## src/include/fcrcd_pkg.sv

```systemverilog
// shared constants and types of the frame command decoder
package fcrcd_pkg;
  // ----------------------------------------
  // frame layout
  // ----------------------------------------
  localparam int FRAME_W = 48;
  localparam int DATA_HI = 47;
  localparam int DATA_LO = 32;
  localparam int CNT_HI = 39;
  localparam int DIR_BIT = 31;
  localparam int ADDR_HI = 30;
  localparam int ADDR_LO = 24;
  localparam int NODE_HI = 21;
  localparam int NODE_LO = 16;
  localparam int CMD_HI = 9;
  localparam int CMD_LO = 8;
  // ----------------------------------------
  // crc engine
  // ----------------------------------------
  localparam logic [7:0] CRC_POLY = 8'h2f;
  localparam logic [7:0] CRC_SEED = 8'h42;
  localparam logic [7:0] CRC_GOOD = 8'h00;
  localparam logic [5:0] CHECK_LAST = 6'h2f;
  // direct form: only the 40 body bits are shifted, never the zero crc byte
  localparam logic [5:0] GEN_LAST = 6'h28;
  // ----------------------------------------
  // register space and reset values
  // ----------------------------------------
  localparam logic [6:0] NODE_SETUP_ADDR = 7'h01;
  localparam logic [6:0] MAX_COUNT = 7'h7f;
  localparam logic [5:0] RST_NODE = 6'h00;
  localparam logic [3:0] RST_SEQ = 4'h0;
  // ----------------------------------------
  // command codes and states
  // ----------------------------------------
  typedef enum logic [1:0] {
    CMD_NOP = 2'h0,
    CMD_READ = 2'h1,
    CMD_LWR = 2'h2,
    CMD_GWR = 2'h3
  } fcrcd_cmd_t;
  typedef enum logic [2:0] {
    ST_IDLE = 3'h0,
    ST_CHECK = 3'h1,
    ST_DECODE = 3'h3,
    ST_FETCH = 3'h2,
    ST_GEN = 3'h6,
    ST_SEND = 3'h7
  } fcrcd_state_t;
endpackage

```

## src/rtl/fcrcd_crc8.sv

```systemverilog
// serial msb-first crc-8 shift register
`timescale 1ns/100ps
module fcrcd_crc8
  import fcrcd_pkg::*;
(
  // clock and reset
  input wire logic clock_i,
  input wire logic nrst_i,
  // control
  input wire logic load_i,
  input wire logic shift_i,
  input wire logic bit_i,
  // remainder
  output logic [7:0] crc_o
);
  // ----------------------------------------
  // shift register
  // ----------------------------------------
  logic [7:0] crc_ff; // running remainder
  logic fb; // feedback bit
  logic [7:0] nxt_crc; // shifted remainder

  assign fb = crc_ff[7] ^ bit_i;
  assign nxt_crc = {crc_ff[6:0], 1'b0} ^ (fb ? CRC_POLY : 8'h00);

  // load wins over shift
  always_ff @(posedge clock_i or negedge nrst_i)
  begin
    if (!nrst_i)
      crc_ff <= CRC_SEED;
    else if (load_i)
      crc_ff <= CRC_SEED;
    else if (shift_i)
      crc_ff <= nxt_crc;
  end

  assign crc_o = crc_ff;
endmodule // fcrcd_crc8

```

## src/rtl/fcrcd_decoder.sv

```systemverilog
// frame check, command decode and read response builder
// What this block does
// - crc-8 polynomial 0x2f on every frame
// - crc register starts at seed 0x42
// - response crc over frame, zero crc byte
// - check all 48 bits, zero means good
// - fixed field positions inside the frame
// - command codes nop, read, local, global
// - read count from bits 39:32, zero=1
// - address advances per word, wraps at 0x7f
// - response flag 1, reserved 0, cmd 01
// - reserved register reads return zero data
// - 4-bit response counter, wraps, starts zero
// - uninitialised node is read-only except setup
// - node address zero: only setup writable
// - local write updates, sends no response
// - read-only and reserved writes store nothing
// - global write executes at every initialised node, no answer
// - nop restarts timeout, nothing else
// - initialised node ignores response frames
// - bad crc: silent, fault flag, count up
`timescale 1ns/100ps
module fcrcd_decoder
  import fcrcd_pkg::*;
#(
  parameter int ERR_W = 8 // error counter width
)
(
  // clock and reset
  input wire logic clock_i,
  input wire logic nrst_i,
  // received frame
  input wire logic [47:0] rx_frame_i,
  input wire logic rx_valid_i,
  output logic rx_ready_o,
  // response frame
  output logic [47:0] tx_frame_o,
  output logic tx_valid_o,
  input wire logic tx_ready_i,
  // register space
  output logic [6:0] reg_addr_o,
  input wire logic [15:0] reg_rd_data_i,
  input wire logic reg_reserved_i,
  input wire logic reg_writable_i,
  output logic reg_wr_en_o,
  output logic [15:0] reg_wr_data_o,
  // status
  output logic [5:0] node_address_o,
  output logic [3:0] response_sequence_count_o,
  output logic link_fault_flag_o,
  input wire logic link_fault_clear_i,
  output logic [ERR_W-1:0] link_error_count_o,
  output logic timeout_restart_o
);
  // ----------------------------------------
  // parameter check
  // ----------------------------------------
  if (ERR_W < 1 || ERR_W > 16)
  begin : g_bad_err_w
    $error("ERR_W must lie in 1..16");
  end

  // ----------------------------------------
  // state
  // ----------------------------------------
  fcrcd_state_t state_ff; // sequencer state
  fcrcd_state_t nxt_state; // next state
  logic [47:0] frame_ff; // received frame
  logic [47:0] sh_ff; // bit shifter into crc
  logic [5:0] cnt_ff; // bit counter
  logic [6:0] rem_ff; // words still to send
  logic is_read_ff; // current job is a read
  logic is_global_ff; // current write is global
  logic [6:0] addr_ff; // register address
  logic [15:0] wdata_ff; // write data
  logic wr_en_ff; // write strobe
  logic [47:0] tx_frame_ff; // response frame
  logic tx_valid_ff; // response offered
  logic rx_ready_ff; // ready for a frame
  logic [5:0] node_ff; // own node address
  logic [3:0] seq_ff; // response counter
  logic fault_ff; // sticky link fault
  logic [ERR_W-1:0] err_ff; // bad frame count
  logic tmo_ff; // timeout restart pulse
  logic [7:0] crc_q; // crc remainder

  // ----------------------------------------
  // frame fields
  // ----------------------------------------
  wire [1:0] f_cmd = frame_ff[CMD_HI:CMD_LO];
  wire [5:0] f_node = frame_ff[NODE_HI:NODE_LO];
  wire [6:0] f_addr = frame_ff[ADDR_HI:ADDR_LO];
  wire f_dir = frame_ff[DIR_BIT];
  wire [15:0] f_data = frame_ff[DATA_HI:DATA_LO];
  wire [7:0] f_cnt = frame_ff[CNT_HI:DATA_LO];

  // ----------------------------------------
  // decode
  // ----------------------------------------
  wire in_decode = state_ff == ST_DECODE;
  wire in_fetch = state_ff == ST_FETCH;
  wire crc_ok = crc_q == CRC_GOOD;
  wire initialised = node_ff != RST_NODE;
  wire node_hit = f_node == node_ff;
  wire ignore_resp = f_dir & initialised;
  wire accept = in_decode & crc_ok & ~ignore_resp;
  wire bad_frame = in_decode & ~crc_ok;
  wire do_nop = accept & node_hit & (f_cmd == CMD_NOP);
  wire do_read = accept & node_hit & (f_cmd == CMD_READ);
  wire do_lwr = accept & node_hit & (f_cmd == CMD_LWR);
  wire do_gwr = accept & (f_cmd == CMD_GWR);
  // zero counts as one, larger than max clamps
  wire [6:0] count_sel = (f_cnt == 8'h00) ? 7'h01 :
    (f_cnt[7] ? MAX_COUNT : f_cnt[6:0]);

  // ----------------------------------------
  // write gating
  // ----------------------------------------
  wire at_setup = addr_ff == NODE_SETUP_ADDR;
  // setup is not reachable by a global write
  wire wr_permit = initialised ? ~(is_global_ff & at_setup) :
    (at_setup & ~is_global_ff);
  wire wr_job = in_fetch & ~is_read_ff;
  wire setup_wr = wr_job & wr_permit & at_setup;
  wire ext_wr = wr_job & wr_permit & ~at_setup &
    reg_writable_i & ~reg_reserved_i;

  // ----------------------------------------
  // response build
  // ----------------------------------------
  wire [15:0] rd_word = at_setup ? {10'h000, node_ff} :
    (reg_reserved_i ? 16'h0000 : reg_rd_data_i);
  wire [47:0] resp_base = {rd_word, 1'b1, addr_ff, 2'h0, node_ff,
    seq_ff, 2'h0, CMD_READ, 8'h00};
  wire gen_done = (state_ff == ST_GEN) & (cnt_ff == GEN_LAST);
  wire tx_take = tx_valid_ff & tx_ready_i;
  wire rx_take = rx_ready_ff & rx_valid_i;
  wire last_word = rem_ff == 7'h01;

  // ----------------------------------------
  // crc engine
  // ----------------------------------------
  wire crc_load = rx_take | (in_fetch & is_read_ff);
  wire crc_shift = (state_ff == ST_CHECK) |
    ((state_ff == ST_GEN) & (cnt_ff != GEN_LAST));

  fcrcd_crc8 u_crc
  (
    .clock_i(clock_i),
    .nrst_i(nrst_i),
    .load_i(crc_load),
    .shift_i(crc_shift),
    .bit_i(sh_ff[47]),
    .crc_o(crc_q)
  );

  // ----------------------------------------
  // sequencer
  // ----------------------------------------
  // next state selection
  always_comb
  begin
    nxt_state = state_ff;
    case (state_ff)
      ST_IDLE:
        if (rx_take)
          nxt_state = ST_CHECK;
      ST_CHECK:
        if (cnt_ff == CHECK_LAST)
          nxt_state = ST_DECODE;
      ST_DECODE:
        if (do_read | do_lwr | do_gwr)
          nxt_state = ST_FETCH;
        else
          nxt_state = ST_IDLE;
      ST_FETCH:
        nxt_state = is_read_ff ? ST_GEN : ST_IDLE;
      ST_GEN:
        if (gen_done)
          nxt_state = ST_SEND;
      ST_SEND:
        if (tx_take)
          nxt_state = last_word ? ST_IDLE : ST_FETCH;
      default:
        nxt_state = ST_IDLE;
    endcase
  end

  // state register
  always_ff @(posedge clock_i or negedge nrst_i)
  begin
    if (!nrst_i)
      state_ff <= ST_IDLE;
    else
      state_ff <= nxt_state;
  end

  // bit counter restarts on every state change
  always_ff @(posedge clock_i or negedge nrst_i)
  begin
    if (!nrst_i)
      cnt_ff <= 6'h00;
    else if (nxt_state != state_ff)
      cnt_ff <= 6'h00;
    else
      cnt_ff <= cnt_ff + 6'h01;
  end

  // frame capture and bit shifter
  always_ff @(posedge clock_i or negedge nrst_i)
  begin
    if (!nrst_i)
    begin
      frame_ff <= 48'h000000000000;
      sh_ff <= 48'h000000000000;
    end
    else if (rx_take)
    begin
      frame_ff <= rx_frame_i;
      sh_ff <= rx_frame_i;
    end
    else if (in_fetch & is_read_ff)
      sh_ff <= resp_base;
    else if (crc_shift)
      sh_ff <= {sh_ff[46:0], 1'b0};
  end

  // job parameters: address, count, kind
  always_ff @(posedge clock_i or negedge nrst_i)
  begin
    if (!nrst_i)
    begin
      addr_ff <= 7'h00;
      rem_ff <= 7'h00;
      is_read_ff <= 1'b0;
      is_global_ff <= 1'b0;
      wdata_ff <= 16'h0000;
    end
    else if (in_decode)
    begin
      addr_ff <= f_addr;
      rem_ff <= count_sel;
      is_read_ff <= do_read;
      is_global_ff <= do_gwr;
      wdata_ff <= f_data;
    end
    else if (tx_take & ~last_word)
    begin
      addr_ff <= addr_ff + 7'h01;
      rem_ff <= rem_ff - 7'h01;
    end
  end

  // ----------------------------------------
  // register writes
  // ----------------------------------------
  // strobe to the register space
  always_ff @(posedge clock_i or negedge nrst_i)
  begin
    if (!nrst_i)
      wr_en_ff <= 1'b0;
    else
      wr_en_ff <= ext_wr;
  end

  // own node address in the setup register
  always_ff @(posedge clock_i or negedge nrst_i)
  begin
    if (!nrst_i)
      node_ff <= RST_NODE;
    else if (setup_wr)
      node_ff <= wdata_ff[5:0];
  end

  // ----------------------------------------
  // response output
  // ----------------------------------------
  // frame body first, crc byte at the end
  always_ff @(posedge clock_i or negedge nrst_i)
  begin
    if (!nrst_i)
      tx_frame_ff <= 48'h000000000000;
    else if (in_fetch & is_read_ff)
      tx_frame_ff <= resp_base;
    else if (gen_done)
      tx_frame_ff <= {tx_frame_ff[47:8], crc_q};
  end

  // offer holds until taken
  always_ff @(posedge clock_i or negedge nrst_i)
  begin
    if (!nrst_i)
      tx_valid_ff <= 1'b0;
    else if (gen_done)
      tx_valid_ff <= 1'b1;
    else if (tx_take)
      tx_valid_ff <= 1'b0;
  end

  // counter moves after each sent response
  always_ff @(posedge clock_i or negedge nrst_i)
  begin
    if (!nrst_i)
      seq_ff <= RST_SEQ;
    else if (tx_take)
      seq_ff <= seq_ff + 4'h1;
  end

  // ----------------------------------------
  // status
  // ----------------------------------------
  // sticky fault: a new error beats the clear
  always_ff @(posedge clock_i or negedge nrst_i)
  begin
    if (!nrst_i)
      fault_ff <= 1'b0;
    else
      fault_ff <= bad_frame | (fault_ff & ~link_fault_clear_i);
  end

  // saturating error counter
  always_ff @(posedge clock_i or negedge nrst_i)
  begin
    if (!nrst_i)
      err_ff <= '0;
    else if (bad_frame & ~(&err_ff))
      err_ff <= err_ff + 1'b1;
  end

  // timeout restart and frame ready
  always_ff @(posedge clock_i or negedge nrst_i)
  begin
    if (!nrst_i)
    begin
      tmo_ff <= 1'b0;
      rx_ready_ff <= 1'b0;
    end
    else
    begin
      tmo_ff <= do_nop;
      rx_ready_ff <= nxt_state == ST_IDLE;
    end
  end

  // ----------------------------------------
  // outputs
  // ----------------------------------------
  assign rx_ready_o = rx_ready_ff;
  assign tx_frame_o = tx_frame_ff;
  assign tx_valid_o = tx_valid_ff;
  assign reg_addr_o = addr_ff;
  assign reg_wr_en_o = wr_en_ff;
  assign reg_wr_data_o = wdata_ff;
  assign node_address_o = node_ff;
  assign response_sequence_count_o = seq_ff;
  assign link_fault_flag_o = fault_ff;
  assign link_error_count_o = err_ff;
  assign timeout_restart_o = tmo_ff;
endmodule // fcrcd_decoder

```

## config.mk

```make
export PLATFORM = sky130hd
export DESIGN_NAME = fcrcd_decoder
export DESIGN_NICKNAME = d
export VERILOG_FILES = /design/src/include/fcrcd_pkg.sv /design/src/rtl/fcrcd_crc8.sv /design/src/rtl/fcrcd_decoder.sv
export SDC_FILE = /design/constraint.sdc
export NUM_CORES = 1
export LEC_CHECK = 0
export ABC_AREA = 1
export BUFFER_PORTS_ARGS = -buffer_cell sky130_fd_sc_hd__buf_4
export CAP_MARGIN = 25
export CORE_MARGIN = 3
export CORE_UTILIZATION = 45
export DETAILED_ROUTE_END_ITERATION = 6
export PLACE_DENSITY = 0.79
export SYNTH_ARGS = -nofsm -noshare
export SYNTH_HDL_FRONTEND = slang
export SYNTH_SLANG_ARGS = --single-unit
```

## constraint.sdc

```tcl
create_clock -name clock_i -period 5.07 [get_ports clock_i]
set_input_delay 1.014 -clock clock_i [delete_from_list [all_inputs] [get_ports clock_i]]
set_output_delay 1.014 -clock clock_i [all_outputs]
set_load 0.01 [all_outputs]
```

==> flow_summary.yaml, run 1 <==
drt:
  drt_first_pass_iters: 5
  routedWlPerCell_um: 16.3
  totalWireLength_um: 23400
  route.detailed.drc: 0
  dr.first_iter.drc_count: 616
  vias: 7541
  drt.antenna.violating_nets: 0
  via_per_inst: 5.23
global_route:
  gr-usage-all-layers: 0.216
  antenna_found_initial: 0
  grt_pass1_wl_um: 37600
  grt-ovfl-total: 0
  grt_pass1_vias: 7171
  grt_max_degree: 115
synth:
  yosysUniqueCellTypes: 47
  synth_adder_area_share: 0.0112
  ys_seq_area_frac: 0.543
  avgSynthCellArea_um2: 8.62
  synth_area_leaders: "dfrtp_1, nand2_1, o21ai_0"
  synth_area_um2: 8940
  synth-xor-area-share: 0.0225
  synthMuxAreaShare: 0
  synth_simple_gate_area_frac: 0.211
  syn_inst: 1038
  synth_area_leader_cell: "dfrtp_1"
  async_reset_ff_frac: 1.00
  dominantRegCellSynth: "dfrtp_1"
  synth_top_family_by_area: "simple AND/OR/NAND/NOR gates"
  ys_warn_count: 0
  synth_compound_area_frac: 0.126
  synth_edf_count: 0
  yosys_register_bits: 194
  yosysTopAreaCellShare: 0.537
sta:
  worst_pin_slew_ns: 0.944
  setup_viol: 0
  period_share: 0.542
  fmax_mhz: 364
  setup_ws_ns: 2.32
  timing_hold_violations_final: 0
  drv_slew: 0
  min_period_ns: 2.75
  rsz0062_at_grt: "no"
  slew_headroom: 0.371
  skew_ns: 0.00958
  tns_ns: 0
floorplanning:
  rows: 50
  die_h_um: 147
  io-pin-count: 165
  core_um2: 19100
  die_area_um2: 21600
  die_w_um: 147
  start_util: 0.467
setup_path:
  crit_chain: "inv_2 > nand2_2 > nor2_4 > nand2_4 > nand2_4 > nor2_8 > inv_6 > o21ai_0 > o21ai_0"
  startpoint_type: "flop"
  worstSetupPathType: "flop to flop"
  path_max_fanout: 89
  slowest_delay_ns: 0.59
  cp_slowest_cell: "nand2_4"
  critPathArrivalTime_ns: 3.09
  crit_path_end_kind: "flop"
  required_ns: 5.41
finish:
  nFillCells: 1717
  layout-drive-gt1-share: 0.190
  fin_nets: 1250
  syn_to_final_growth_pct: 21.7
  diodes: 0
run_status:
  status: "finished, final reports clean"
clock_network:
  cts_buffers: 17
  path_clk_slew_ns: 0.06
  cts_root_buffer: "clkbuf_16"
  cts.sinks: 194
  ctsHoldBuffers: 0
  htreeDepth: 4
  cts_resized: 0
  cts_tree: "done"
  post-cts-setup-buffers: 0
  clockBufferDepth: 2
  worstSkewPairLatency_ns: 0.44
placed_design:
  io_buffers: 159
  dpl_worst_slack_ns: 1.98
  place.gp.congestion: 0.885
  dp_hpwl_um: 16100
pwr:
  p_leak_nw: 5.64
  ir_drop_uv: 278
  cellPowerDensity_nw_per_um2: 461
min_path:
  worstHoldPathType: "flop to flop"
flow_run:
  max-cap-violations: 0
final timing paths:
check | startpoint | end | slack [ns] | cells after the start
max in group asynchronous | nrst_i | frame_ff[41] | 3.41 | 2
setup / recovery | state_ff[0] | sh_ff[38] | 2.32 | 9
hold reg to reg | frame_ff[42] | reg_wr_data_o[10] | 0.48 | 2
min in group asynchronous | nrst_i | tx_frame_o[21] | 0.69 | 1
setup reg to reg | state_ff[0] | sh_ff[38] | 2.32 | 9
hold / removal | frame_ff[42] | reg_wr_data_o[10] | 0.48 | 2
cell type report:
cell class | count | area (um^2) | area share
timing repair buffer | 163 | 1240 | 0.114
clock inverter | 9 | 179 | 0.0164
multi-input combinational | 670 | 3340 | 0.307
clock buffer | 21 | 460 | 0.0423
inverter | 125 | 474 | 0.0436
tap | 260 | 325 | 0.0299
sequential | 194 | 4860 | 0.446
report_power, final:
part | total [mW] | switching [mW] | internal, mW | leakage (nW)
registers | 2.17 | 0.233 | 1.94 | 2.43
logic | 1.36 | 0.841 | 0.523 | 2.90
clock network | 1.48 | 0.581 | 0.897 | 0.306
cell usage after synthesis (2+ instances only):
cell,number
o21ai_0,91
ha_1,8
o211ai_1,6
dfrtp_1,192
xor2_1,15
buf_4,11
a22oi_1,6
xnor2_1,8
buf_2,14
o21ai_1,3
buf_8,2
clkbuf_1,22
nand3_2,2
dfstp_2,2
nand3b_1,3
nor3_1,3
buf_1,3
a31oi_2,7
or2_2,3
nand2_4,3
a21oi_1,13
inv_2,4
o21ai_2,3
o221ai_1,18
nand2_1,287
nand4_1,6
nor2_1,80
inv_1,120
nand3_1,58
o22ai_1,26
nand2_2,3
placed cells by master (no fill, tap or decap), drive strengths merged, types with 13 or more instances in the layout:
cell / instances
nand2: 293
dfrtp: 192
buf: 162
inv: 126
o21ai: 97
nor2: 83
nand3: 60
o22ai: 26
clkbuf: 22
o221ai: 18
xor2: 15
a21oi: 13
critical path: cells and delay by family, from the launching register on:
family / cells / cell delay, ns
AOI/OAI and AO/OA: 2 / 0.36
buffers and inverters: 2 / 0.56
DFF: 1 / 0.43
and+or+nand+nor: 5 / 1.27
registers in the layout (all words and copies together), names as in the netlist, 3 cells and up:
| name | cells |
|---|---|
| sh_ff | 48 |
| tx_frame_o | 42 |
| frame_ff | 32 |
| reg_wr_data_o | 16 |
| link_error_count_o | 8 |
| u_crc.crc_o | 8 |
| reg_addr_o | 7 |
| rem_ff | 7 |
| cnt_ff | 6 |
| node_address_o | 6 |
| response_sequence_count_o | 4 |
| state_ff | 3 |
per-stage QoR:
stage	instance area, um^2	hold slack, ns	power (mW)	utilization	cells
after CTS	10900	0.479	5.03	0.568	1442
after global placement	10200	0.465	3.47	0.535	1412
after floorplan	8960	0.442	3.19	-	1042
after global routing	10900	0.498	5.33	0.568	1442
final	10900	0.477	5.02	0.568	1442
after detailed placement	10200	0.462	3.54	0.535	1412
per-layer routing:
layer / vias up / track usage / routed length, um
li1: 3599 / - / -
met1: 3626 / 0.304 / 10400
met2: 283 / 0.338 / 11000
met3: 33 / 0.0506 / 1760
met4: 0 / 0.0634 / 306
met5: - / 0 / 0
cell families after synthesis:
| kind of cell | count (synthesis) |
|---|---|
| AOI/OAI and AO/OA | 181 |
| xor gates and xnor gates | 23 |
| adders and majority gates | 8 |
| and+or+nand+nor | 453 |
| other | 1 |
| DFF | 194 |
| buffers and inverters | 178 |
(Power assumes the default switching activity.)
==> run 2, diff against run 1 <==
--- a/config.mk
+++ b/config.mk
@@ -5,13 +5,13 @@
 export SDC_FILE = /design/constraint.sdc
 export NUM_CORES = 1
 export LEC_CHECK = 0
-export ABC_AREA = 1
+export ABC_AREA = 0
 export BUFFER_PORTS_ARGS = -buffer_cell sky130_fd_sc_hd__buf_4
 export CAP_MARGIN = 25
 export CORE_MARGIN = 3
 export CORE_UTILIZATION = 45
 export DETAILED_ROUTE_END_ITERATION = 6
-export PLACE_DENSITY = 0.79
+export PLACE_DENSITY = 0.82
 export SYNTH_ARGS = -nofsm -noshare
 export SYNTH_HDL_FRONTEND = slang
 export SYNTH_SLANG_ARGS = --single-unit
==> constraint.sdc (replaced) <==
create_clock -name clock_i -period 2.2 [get_ports clock_i]
set_input_delay 0.44 -clock clock_i [delete_from_list [all_inputs] [get_ports clock_i]]
set_output_delay 0.44 -clock clock_i [all_outputs]
set_load 0.01 [all_outputs]
==> run 2 against run 1 <==
Cell area about the same. Non-clock buffer count is 28 higher. Largest cell class unchanged. Critical endpoint is now cnt_ff[3]. Worst hold slack got worse by 0.30 ns. Maximum frequency up 31%. Largest power group unchanged. Highest routed layer unchanged. Sequential power grew 130%.
==> flow_summary.yaml, run 2 <==
run_status:
  status: "finished, final reports clean"
finish:
  final_cell_mix: "nand2_1, dfrtp_1, buf_4"
  largest_register_ffs: 48
  layout_commonest_cell: "nand2_1"
  diodes: 0
  syn_to_final_growth_pct: 25.7
  top_register: "sh_ff"
  layout-drive-gt1-share: 0.254
  utilization: 0.579
  fin_nets: 1109
drt:
  dr.first_iter.drc_count: 478
  routedWlPerCell_um: 17.6
  via_per_inst: 5.49
  drt_first_pass_iters: 5
  route.detailed.drc: 0
  vias: 7017
  drt.antenna.violating_nets: 0
  totalWireLength_um: 22500
setup_path:
  startpoint_type: "flop"
  r2r_slack_ns: 0.1
  path_max_fanout: 6
  crit_path_end_kind: "flop"
  critPathArrivalTime_ns: 2.42
  worstSetupPathType: "flop to flop"
  required_ns: 2.52
synth:
  yosys_register_bits: 194
  ys_seq_area_frac: 0.562
  ys_top_cells_by_count: "nand2_1, dfrtp_1, nor2_1, a21oi_1, nand3_1"
  synth_area_leaders: "dfrtp_1, nand2_1, mux2_2"
  yosysUniqueCellTypes: 58
  synth_area_um2: 8650
  syn_inst: 876
  yosysTopAreaCellShare: 0.555
  ys_warn_count: 0
  avgSynthCellArea_um2: 9.87
  async_reset_ff_frac: 1.00
  dominantRegCellSynth: "dfrtp_1"
  synth_area_leader_cell: "dfrtp_1"
  synth_edf_count: 0
  synth_most_common_cell: "nand2_1"
global_route:
  gr-usage-all-layers: 0.220
  met2_usage: 0.339
  met1_usage: 0.304
  grt_use_met3: 0.0651
  grt_pass1_vias: 6936
  antenna_found_initial: 0
  grt_max_degree: 66
  grt.busiest_layer: "met2"
  grt-ovfl-total: 0
  grt_pass1_wl_um: 35900
floorplanning:
  die_h_um: 145
  io-pin-count: 165
  die_w_um: 145
  rows: 50
  core_um2: 18800
  start_util: 0.461
  die_area_um2: 20900
flow_run:
  max-cap-violations: 0
sta:
  holdWs_ns: 0.173
  worst_pin_slew_ns: 0.700
  drv_slew: 0
  slew_headroom: 0.532
  setup_viol: 0
  skew_ns: 0.00838
  period_share: 0.955
  fmax_mhz: 476
  timing_hold_violations_final: 0
  rsz0062_at_grt: "yes"
  min_period_ns: 2.10
pwr:
  ir_drop_uv: 616
  p_leak_nw: 5.48
  cellPowerDensity_nw_per_um2: 939
  power_mw: 10.2
clock_network:
  cts_tree: "done"
  path_clk_slew_ns: 0.07
  cts_buffers: 17
  worstSkewPairLatency_ns: 0.43
  cts.sinks: 194
  cts_root_buffer: "clkbuf_16"
  clockBufferDepth: 2
  htreeDepth: 4
placed_design:
  io_buffers: 159
  dp_hpwl_um: 15900
  place.gp.congestion: 0.865
min_path:
  worstHoldPathType: "input port to flop"
[run 2: cell types whose count changed in the layout (fill, tap and decap cells not counted), sizes merged, moves of 24 or more]
| cell | change |
|---|---|
| a21oi | +27 |
| o22ai | -24 |
| nand3 | -24 |
| buf | +27 |
| inv | -104 |
| o21ai | -61 |
| nand2 | -83 |
| mux2 | +25 |
[run 2: final timing paths]
check / from / to / depth (start not counted)
max: rem_ff[4] / cnt_ff[3] / 5
min: link_fault_clear_i / link_fault_flag_o / 2
max reg2reg: rem_ff[4] / cnt_ff[3] / 5
min reg2reg: sh_ff[16] / sh_ff[16] / 2
max in group asynchronous: nrst_i / tx_frame_o[29] / 3
min in group asynchronous: nrst_i / tx_frame_o[15] / 2
[run 2: final cells by class]
class                   instances  area, um^2
fillers                      1604        7900
flip-flops and latches        194        4860
multi-input cells             605        3510
repair buffers                191        1510
clock buffers                  21         470
well taps                     234         293
clock inverters                11         151
inverters                      21        78.8
[run 2: worst max-delay path, stage by stage, from the launching register on]
cell      delay, ns
dfrtp_1        0.40
nor4_1         0.55
a31oi_2        0.20
a311oi_1       0.46
a221o_2        0.32
nor2_1         0.06
[run 2: metal layers]
metal / vias up / routed length [um]
met5: - / 0
met4: 0 / 381
met3: 32 / 2080
met2: 278 / 10500
met1: 3395 / 9510
li1: 3312 / -
[run 2: power breakdown]
part	internal, mW	leakage (nW)	total, mW	switching (mW)
clock	1.89	0.304	3.24	1.36
sequential	4.36	2.47	4.91	0.551
combinational	0.998	2.70	2.06	1.06
total	7.24	5.48	10.2	2.97
[run 2: kinds of logic after synthesis]
family | synth area share
multiplexers | 0.0325
other | 0.000434
XOR/XNOR | 0.0375
AND/OR/NAND/NOR | 0.182
AO/OA/AOI/OAI | 0.131
flip-flops | 0.562
buffers and inverters | 0.0418
adder cells (fa/ha/maj) | 0.0127
[run 2: repair_timing]
item	in CTS	in global routing
buffers inserted	0	1
gates resized for setup	2	3
setup endpoints to repair	5	25
cloned	0	0
hold buffers	1	0
endpoints found under the hold margin	21	0
pin swaps	0	1
[run 2: through the flow]
stage                     std cells  area (um^2)  setup TNS (ns)  worst slack, ns
after CTS                      1276        10900               0           0.0225
after global routing           1277        10900         -0.0190          -0.0190
after global placement         1243        10200               0           0.0147
after floorplan                 880         8660               0            0.245
after detailed placement       1243        10200         -0.0162         -0.00954
final                          1277        10900               0           0.0991
